<file path="config.mk">
export PLATFORM = sky130hd
export DESIGN_NAME = irc_crop
export DESIGN_NICKNAME = d
export VERILOG_FILES = /design/src/inc/irc_pkg.sv /design/src/inc/irc_stream_if.sv /design/src/irc_crop.sv /design/src/irc_fifo.sv
export SDC_FILE = /design/constraint.sdc
export NUM_CORES = 2
export LEC_CHECK = 0
export ABC_AREA = 1
export BUFFER_PORTS_ARGS = -buffer_cell sky130_fd_sc_hd__buf_2
export CORE_MARGIN = 2
export CORE_UTILIZATION = 60
export CTS_BUF_LIST = sky130_fd_sc_hd__clkbuf_16
export CTS_CLUSTER_DIAMETER = 150
export DETAILED_ROUTE_END_ITERATION = 8
export GPL_ROUTABILITY_DRIVEN = 0
export HOLD_SLACK_MARGIN = 0.06
export PLACE_DENSITY_LB_ADDON = 0.08
export RECOVER_POWER = 25
export REMOVE_ABC_BUFFERS = 1
export SLEW_MARGIN = 20
export SYNTH_ARGS = -nofsm -noshare
export SYNTH_HDL_FRONTEND = slang
export SYNTH_SLANG_ARGS = --single-unit
</file>
<file path="constraint.sdc">
create_clock -name sys_clk -period 6.3 [get_ports sys_clk]
set_input_delay 0.945 -clock sys_clk [delete_from_list [all_inputs] [get_ports sys_clk]]
set_output_delay 0.945 -clock sys_clk [all_outputs]
set_load 0.05 [all_outputs]
</file>
<file path="src/inc/irc_pkg.sv">
// Shared constants and types of the region-of-interest cropper
package irc_pkg;

    localparam int PIX_W      = 16;
    localparam int FIFO_DEPTH = 32;
    localparam int FIFO_W     = PIX_W + 2;
    localparam int STEP_BITS  = 4;

    localparam logic [15:0] WIDTH_MIN        = 16'h0030;
    localparam logic [15:0] WIDTH_MAX        = 16'h8000;
    localparam logic [15:0] WIDTH_MIRROR_MAX = 16'h5550;
    localparam logic [16:0] COL_SUM_MAX      = 17'h0_8000;
    localparam logic [15:0] COL_START_MAX    = 16'h7FD0;

    localparam logic [16:0] HEIGHT_MIN       = 17'h0_0002;
    localparam logic [16:0] HEIGHT_MAX       = 17'h1_0000;
    localparam logic [17:0] ROW_SUM_MAX      = 18'h1_0000;
    localparam logic [15:0] ROW_START_MAX    = 16'hFFFF;

    localparam logic [15:0] WIDTH_RST        = 16'h0400;
    localparam logic [16:0] HEIGHT_RST       = 17'h0_0400;
    localparam logic [15:0] COL_START_RST    = 16'h0000;
    localparam logic [15:0] ROW_START_RST    = 16'h0000;
    localparam logic [32:0] FRAME_PIX_RST    = 33'h0_0010_0000;

    // Frame store holds two frames for double buffering
    localparam logic [35:0] DRAM_PIXELS_DEF  = 36'h1_0000_0000;

    typedef enum logic {
        IRC_PASS,
        IRC_PAD
    } irc_mode_e;

endpackage

</file>
<file path="src/inc/irc_stream_if.sv">
// Valid/ready word stream between the cropper and its FIFO
interface irc_stream_if #(
    parameter int W = 18
) ();
    logic         valid;
    logic         ready;
    logic [W-1:0] data;

    modport src (output valid, output data, input ready);
    modport snk (input valid, input data, output ready);
endinterface

</file>
<file path="src/irc_crop.sv">
// Region-of-interest cropper: settings check, window cut, line padding, output FIFO
//
// Summary of operation
// - Width 48 to 32768, step 16, reset 1024
// - Width plus column start at most 32768
// - Mirrored width limited to 21840 pixels
// - Mirrored width plus start within full frame
// - Both mirrors: double frame must fit DRAM
// - Height 2 to 65536, step 1, reset 1024
// - Height plus row start at most 65536
// - Vertical mirror caps rows at full frame
// - Frame size bounded by DRAM capacity
// - Column start 0 to 32720, step 16
// - Row start 0 to 65535, reset zero
// - Crop size sets and reports DMA size
// - Settings refused while acquisition runs
// - Short camera lines padded to full width
module irc_crop #(
    parameter logic [35:0] DRAM_PIXELS = irc_pkg::DRAM_PIXELS_DEF
) (
    input  wire logic                      sys_clk,
    input  wire logic                      rst_n,
    input  wire logic                      acqRun,
    input  wire logic                      cfgWrite,
    input  wire logic [15:0]               cfgWidth,
    input  wire logic [16:0]               cfgHeight,
    input  wire logic [15:0]               cfgColStart,
    input  wire logic [15:0]               cfgRowStart,
    input  wire logic                      hMirror,
    input  wire logic                      vMirror,
    input  wire logic [15:0]               fullFrameCols,
    input  wire logic [16:0]               fullFrameRows,
    output logic                           cfgAccept,
    output logic                           cfgReject,
    output logic [15:0]                    imgWidth,
    output logic [16:0]                    imgHeight,
    output logic [32:0]                    dmaFramePixels,
    input  wire logic                      inValid,
    output logic                           inReady,
    input  wire logic [irc_pkg::PIX_W-1:0] inData,
    input  wire logic                      inFrameStart,
    input  wire logic                      inLineEnd,
    output logic                           outValid,
    input  wire logic                      outReady,
    output logic [irc_pkg::PIX_W-1:0]      outData,
    output logic                           outLineEnd,
    output logic                           outFrameEnd
);
    import irc_pkg::*;

    typedef struct packed {
        irc_mode_e   mode;
        logic [15:0] width;
        logic [16:0] height;
        logic [15:0] colStart;
        logic [15:0] rowStart;
        logic [32:0] framePixels;
        logic        accept;
        logic        reject;
        logic [15:0] col;
        logic [16:0] row;
        logic [15:0] emitted;
        logic        lineDone;
        logic        padFrameEnd;
    } irc_crop_state_s;

    irc_crop_state_s s;
    irc_crop_state_s next_s;

    irc_stream_if #(.W(FIFO_W)) pushBus ();
    irc_stream_if #(.W(FIFO_W)) popBus ();

    ////////////////////////////////////////////////////////////////////////////////////
    // Settings check
    logic [16:0] sumW;
    logic [15:0] maxW;
    logic [17:0] sumH;
    logic [17:0] maxH;
    logic [16:0] frameCols;
    logic [17:0] frameRows;
    logic [34:0] frameProd;
    logic [35:0] frameNeed;
    logic        widthOk;
    logic        heightOk;
    logic        colStartOk;
    logic        rowStartOk;
    logic        colSumOk;
    logic        rowSumOk;
    logic        dramOk;
    logic        cfgOk;

    assign widthOk    = (cfgWidth >= WIDTH_MIN) && (cfgWidth <= WIDTH_MAX)
                        && (cfgWidth[STEP_BITS-1:0] == '0);
    assign heightOk   = (cfgHeight >= HEIGHT_MIN) && (cfgHeight <= HEIGHT_MAX);
    assign colStartOk = (cfgColStart <= COL_START_MAX)
                        && (cfgColStart[STEP_BITS-1:0] == '0);
    assign rowStartOk = (cfgRowStart <= ROW_START_MAX);

    assign sumW = 17'(cfgWidth) + 17'(cfgColStart);
    // Line buffer for mirroring is shorter than a full line
    assign maxW = !hMirror ? WIDTH_MAX :
                  (fullFrameCols < WIDTH_MIRROR_MAX) ? fullFrameCols : WIDTH_MIRROR_MAX;
    assign colSumOk = (sumW <= COL_SUM_MAX) && (sumW <= {1'b0, maxW});

    assign sumH = 18'(cfgHeight) + 18'(cfgRowStart);
    assign maxH = vMirror ? {1'b0, fullFrameRows} : ROW_SUM_MAX;
    assign rowSumOk = (sumH <= ROW_SUM_MAX) && (sumH <= maxH);

    // Stored frame is the full frame along a mirrored axis, start plus cut size otherwise
    assign frameCols = hMirror ? {1'b0, fullFrameCols} : sumW;
    assign frameRows = vMirror ? {1'b0, fullFrameRows} : sumH;
    assign frameProd = 35'(frameCols) * 35'(frameRows);
    assign frameNeed = {frameProd, 1'b0};
    assign dramOk    = (frameNeed <= DRAM_PIXELS);

    assign cfgOk = widthOk && heightOk && colStartOk && rowStartOk
                   && colSumOk && rowSumOk && dramOk;

    ////////////////////////////////////////////////////////////////////////////////////
    // Window tracking
    logic [15:0] colNow;
    logic [16:0] rowNow;
    logic [15:0] emittedNow;
    logic        lineDoneNow;
    logic [16:0] colEnd;
    logic [17:0] rowEnd;
    logic        inH;
    logic        inV;
    logic        lastCol;
    logic        lastRow;
    logic        inFire;
    logic        pushFire;
    logic        padLast;
    logic        shortLine;

    // A frame start restarts counting on the same beat
    assign colNow      = inFrameStart ? '0 : s.col;
    assign rowNow      = inFrameStart ? '0 : s.row;
    assign emittedNow  = inFrameStart ? '0 : s.emitted;
    assign lineDoneNow = inFrameStart ? 1'b0 : s.lineDone;

    assign colEnd  = 17'(s.colStart) + 17'(s.width);
    assign rowEnd  = 18'(s.rowStart) + 18'(s.height);
    assign inH     = (colNow >= s.colStart) && ({1'b0, colNow} < colEnd);
    assign inV     = ({1'b0, rowNow} >= 18'(s.rowStart))
                     && ({1'b0, rowNow} < rowEnd);
    assign lastCol = ({1'b0, colNow} == colEnd - 17'h0_0001);
    assign lastRow = ({1'b0, rowNow} == rowEnd - 18'h0_0001);

    // Input stalls while padding or while the FIFO is full
    assign inReady  = (s.mode == IRC_PASS) && pushBus.ready;
    assign inFire   = inValid && inReady;
    assign padLast  = (s.emitted == s.width - 16'h0001);
    assign pushFire = pushBus.valid && pushBus.ready;
    assign shortLine = inFire && inLineEnd && inV && !lineDoneNow && !(inH && lastCol);

    always_comb begin
        if (s.mode == IRC_PAD) begin
            pushBus.valid = 1'b1;
            pushBus.data  = {s.padFrameEnd && padLast, padLast, {PIX_W{1'b0}}};
        end else begin
            pushBus.valid = inFire && inH && inV;
            pushBus.data  = {lastCol && lastRow, lastCol, inData};
        end
    end

    assign popBus.ready = outReady;

    irc_fifo #(
        .W     (FIFO_W),
        .DEPTH (FIFO_DEPTH)
    ) u_fifo (
        .sys_clk  (sys_clk),
        .rst_n    (rst_n),
        .pushSide (pushBus),
        .popSide  (popBus)
    );

    ////////////////////////////////////////////////////////////////////////////////////
    // Next state
    always_comb begin
        next_s        = s;
        next_s.accept = 1'b0;
        next_s.reject = 1'b0;

        // Changing the cut mid-stream would tear frames
        if (cfgWrite) begin
            if (!acqRun && cfgOk) begin
                next_s.width       = cfgWidth;
                next_s.height      = cfgHeight;
                next_s.colStart    = cfgColStart;
                next_s.rowStart    = cfgRowStart;
                next_s.framePixels = 33'(cfgWidth) * 33'(cfgHeight);
                next_s.accept      = 1'b1;
            end else begin
                next_s.reject      = 1'b1;
            end
        end

        case (s.mode)
            IRC_PASS: begin
                if (inFire) begin
                    next_s.emitted  = emittedNow + 16'(pushFire);
                    next_s.lineDone = lineDoneNow || (pushFire && lastCol);
                    next_s.col      = colNow + 16'h0001;
                    next_s.row      = rowNow;
                    if (inLineEnd) begin
                        next_s.col      = '0;
                        next_s.row      = rowNow + 17'h0_0001;
                        next_s.emitted  = '0;
                        next_s.lineDone = 1'b0;
                    end
                    if (shortLine) begin
                        next_s.mode        = IRC_PAD;
                        next_s.emitted     = emittedNow + 16'(pushFire);
                        next_s.padFrameEnd = lastRow;
                    end
                end
            end
            IRC_PAD: begin
                if (pushBus.ready) begin
                    next_s.emitted = s.emitted + 16'h0001;
                    if (padLast) begin
                        next_s.mode    = IRC_PASS;
                        next_s.emitted = '0;
                    end
                end
            end
            default: begin
                next_s.mode = IRC_PASS;
            end
        endcase
    end

    always_ff @(posedge sys_clk or negedge rst_n) begin
        if (!rst_n) begin
            s             <= '0;
            s.mode        <= IRC_PASS;
            s.width       <= WIDTH_RST;
            s.height      <= HEIGHT_RST;
            s.colStart    <= COL_START_RST;
            s.rowStart    <= ROW_START_RST;
            s.framePixels <= FRAME_PIX_RST;
        end else begin
            s <= next_s;
        end
    end

    assign cfgAccept      = s.accept;
    assign cfgReject      = s.reject;
    assign imgWidth       = s.width;
    assign imgHeight      = s.height;
    assign dmaFramePixels = s.framePixels;
    assign outValid       = popBus.valid;
    assign outData        = popBus.data[PIX_W-1:0];
    assign outLineEnd     = popBus.data[PIX_W];
    assign outFrameEnd    = popBus.data[PIX_W+1];
endmodule

</file>
<file path="src/irc_fifo.sv">
// Parameterised FIFO with registered read data
module irc_fifo #(
    parameter int W     = 18,
    parameter int DEPTH = 32
) (
    input wire logic    sys_clk,
    input wire logic    rst_n,
    irc_stream_if.snk   pushSide,
    irc_stream_if.src   popSide
);
    import irc_pkg::*;

    localparam int AW = $clog2(DEPTH);

    typedef struct packed {
        logic [DEPTH-1:0][W-1:0] mem;
        logic [AW-1:0]           wrPtr;
        logic [AW-1:0]           rdPtr;
        logic [AW:0]             count;
        logic                    outValid;
        logic [W-1:0]            outData;
    } irc_fifo_state_s;

    irc_fifo_state_s s;
    irc_fifo_state_s next_s;
    logic            pushFire;
    logic            popFire;
    logic            load;

    assign pushSide.ready = (s.count < (AW+1)'(DEPTH));
    assign pushFire       = pushSide.valid && pushSide.ready;
    assign popFire        = s.outValid && popSide.ready;
    // Refill the output register whenever it empties or is taken
    assign load           = (s.count != '0) && (!s.outValid || popFire);
    assign popSide.valid  = s.outValid;
    assign popSide.data   = s.outData;

    always_comb begin
        next_s = s;
        if (pushFire) begin
            next_s.mem[s.wrPtr] = pushSide.data;
            next_s.wrPtr        = s.wrPtr + AW'(1);
        end
        if (load) begin
            next_s.outData  = s.mem[s.rdPtr];
            next_s.rdPtr    = s.rdPtr + AW'(1);
            next_s.outValid = 1'b1;
        end else if (popFire) begin
            next_s.outValid = 1'b0;
        end
        next_s.count = s.count + (AW+1)'(pushFire) - (AW+1)'(load);
    end

    always_ff @(posedge sys_clk or negedge rst_n) begin
        if (!rst_n) begin
            s <= '0;
        end else begin
            s <= next_s;
        end
    end
endmodule

</file>
==> impl_metrics.yaml <==
run_status:
  status: "complete, but fails checks"
  violations: "max-capacitance violations, max-slew violations, negative setup slack"
worst_setup_path:
  slowest_stage: "fa_2"
  worstPathRequired_ns: 6.83
  worst-setup-path-type: "in2reg"
  crit_path_start_kind: "input port"
  endpoint_kind: "flip-flop"
  crit_arrival_ns: 8.51
  cpMostUsedCell: "buf_4"
  critical-path-max-stage-delay_ns: 0.36
  path_max_fanout: 9
run:
  maxCapViolCount: 2
detailed_routing:
  drc: 0
  via_per_inst: 5.756
  via_count: 59080
  totalWireLength_um: 199800
  drtAntennaViolNets: 0
  wl_per_cell_um: 19.47
  drt-pass1-iter-count: 6
  drtIter0Drc: 5993
timing:
  rsz0062_at_grt: "yes"
  worst_slew_pin_slew_ns: 5.774
  setup_tns_ns: -162.52
  max_freq_mhz: 125.3
  timing.final.ws_setup_ns: -1.683
  hold_viol_final: 0
  period_needed_ns: 7.983
  skew_ns: 0.05893
  period_share_pct: 126.7
  drv_slew: 104
  finalSetupViolations: 100
  relSlewSlack_pct: -284.9
clock_network:
  clk_path_buf_depth: 3
  htreeDepth: 3
  holdBufCountCts: 0
  cts-root-buf: "clkbuf_16"
  cts_made_buffers: 83
  cts_num_sinks: 763
  cts.clk_slew.worst_paths_ns: 0.06
  cts_tree: "done"
  clkLatencyLatePin_ns: 0.69
yosys:
  netlist_area_mm2: 0.06352
  synth_area_per_cell_um2: 7.578
  ys_ff_latch: 763
  synth_edf_count: 0
  yosysUniqueCellTypes: 63
  synth-main-ff-cell: "dfrtp_1"
  yosysSeqAreaShare_pct: 30.07
  ys_warn_count: 0
  ys_async_sr_fraction_pct: 100.0
  synthCells: 8382
cells_and_area:
  final_cell_mix: "2,192 x nand2_1, 1,065 x inv_1, 757 x dfrtp_1"
  layout-drive-gt1-share_pct: 15.95
  syn2layout_area_growth_pct: 15.94
  final_common_cell: "nand2_1"
  fillCellCount: 8668
  nets: 9777
global_route:
  grt_pass1_vias: 57794
  grt_pass1_wl_um: 314600
  antenna_found_initial: 4
  grt_overflow: 0
  grt_use_total_pct: 36.86
  grt_max_degree: 182
die:
  dieWidth_um: 329.4
  die_y_um: 329.4
  die_area_mm2: 0.1085
  io_pins: 212
  rows: 119
  core_area_mm2: 0.1051
  initial_core_util_pct: 60.43
place:
  pre_cts_ws_ns: -2.851
  portBuffers: 211
  hpwl_um: 138400
worst_hold_path:
  hold_path.class: "reg2reg"
==> worst max-delay path, delay by kind of cell <==
family | cells | cell delay [ns]
buffers and inverters | 40 | 4.79
AND/OR/NAND/NOR | 13 | 1.34
adder cells (fa/ha/maj) | 3 | 0.73
AO/OA/AOI/OAI | 2 | 0.42
XOR/XNOR | 1 | 0.23
==> registers in the layout, indices dropped and copies added, names as in the netlist <==
register,count
u_fifo.s,592
imgWidth,16
s,84
u_fifo.popSide.valid,1
dmaFramePixels,33
u_fifo.popSide.data,18
cfgAccept,1
cfgReject,1
imgHeight,17
==> cell families after synthesis <==
group                    share of synthesized area [%]
flip-flops                                       30.07
AO/OA/AOI/OAI                                    12.04
AND/OR/NAND/NOR                                  22.89
XOR/XNOR                                         2.214
adder cells (fa/ha/maj)                          22.07
buffers and inverters                            10.72
==> cell usage after synthesis, types with 56 or more instances <==
cell      count  area (um^2)
nand2_1    2260         8483
inv_1      1093         4103
nor2_1      810         3040
o21ai_0     780         3904
dfrtp_1     760        19020
fa_1        452         9049
ha_1        397         4967
clkbuf_1    294         1104
nand3_1     276         1381
a21oi_1     224         1121
o21ai_1     128        640.6
xor2_1      122         1069
nand4_1      95        594.3
buf_4        88        660.6
o22ai_1      83        519.3
nor3_1       56        280.3
==> metrics by stage <==
| stage | cell area [um^2] | utilization [%] | hold slack [ns] | std cells |
|---|---|---|---|---|
| 4_1_cts | 72910 | 69.36 | 0.3348 | 10237 |
| 2_1_floorplan | 60940 | - | 0.4366 | 7887 |
| 6_report | 73640 | 70.06 | 0.4705 | 10264 |
| 5_1_grt | 73640 | 70.06 | 0.4874 | 10264 |
| 3_3_place_gp | 68020 | 64.71 | 0.4490 | 10023 |
| 3_5_place_dp | 68020 | 64.71 | 0.4548 | 10023 |
==> layer usage <==
| layer | track usage (%) | up-vias | routed length [um] |
|---|---|---|---|
| met5 | 0 | - | 15 |
| met4 | 19.17 | 2 | 11000 |
| met2 | 58.06 | 2762 | 91520 |
| met1 | 49.46 | 28443 | 79750 |
| li1 | - | 27263 | - |
| met3 | 5.853 | 610 | 17560 |
==> layout make-up <==
cell class | count | area, um^2 | area share (%)
antenna | 3 | 7.507 | 0.01019
clock buffer | 83 | 2077 | 2.820
clock inverter | 68 | 705.7 | 0.9582
inverter | 1128 | 4283 | 5.816
multi-input combinational | 5996 | 39410 | 53.52
sequential | 763 | 19110 | 25.94
tap | 1391 | 1740 | 2.363
timing repair buffer | 832 | 6314 | 8.573
==> final timing paths <==
kind | startpoint | to | slack (ns) | cells past startpoint
min | u_fifo.s[393] | u_fifo.s[393] | 0.47 | 2
max reg2reg | imgHeight[0] | s[16] | 0.52 | 43
max in group asynchronous | rst_n | u_fifo.s[92] | 0.55 | 2
min reg2reg | u_fifo.s[393] | u_fifo.s[393] | 0.47 | 2
min in group asynchronous | rst_n | s[7] | 2.38 | 1
max | cfgWidth[0] | s[97] | -1.68 | 59
==> repair_timing <==
action                                  CTS  global route
resized for setup                       374           135
pin swaps                                89            92
buffers inserted                         61            17
gates cloned                              3             8
endpoints found under the setup margin  100           105
endpoints found under the hold margin     0             0
Power is not shown: default switching activity piles up to over one toggle a cycle in this logic, so the estimate is an artifact.
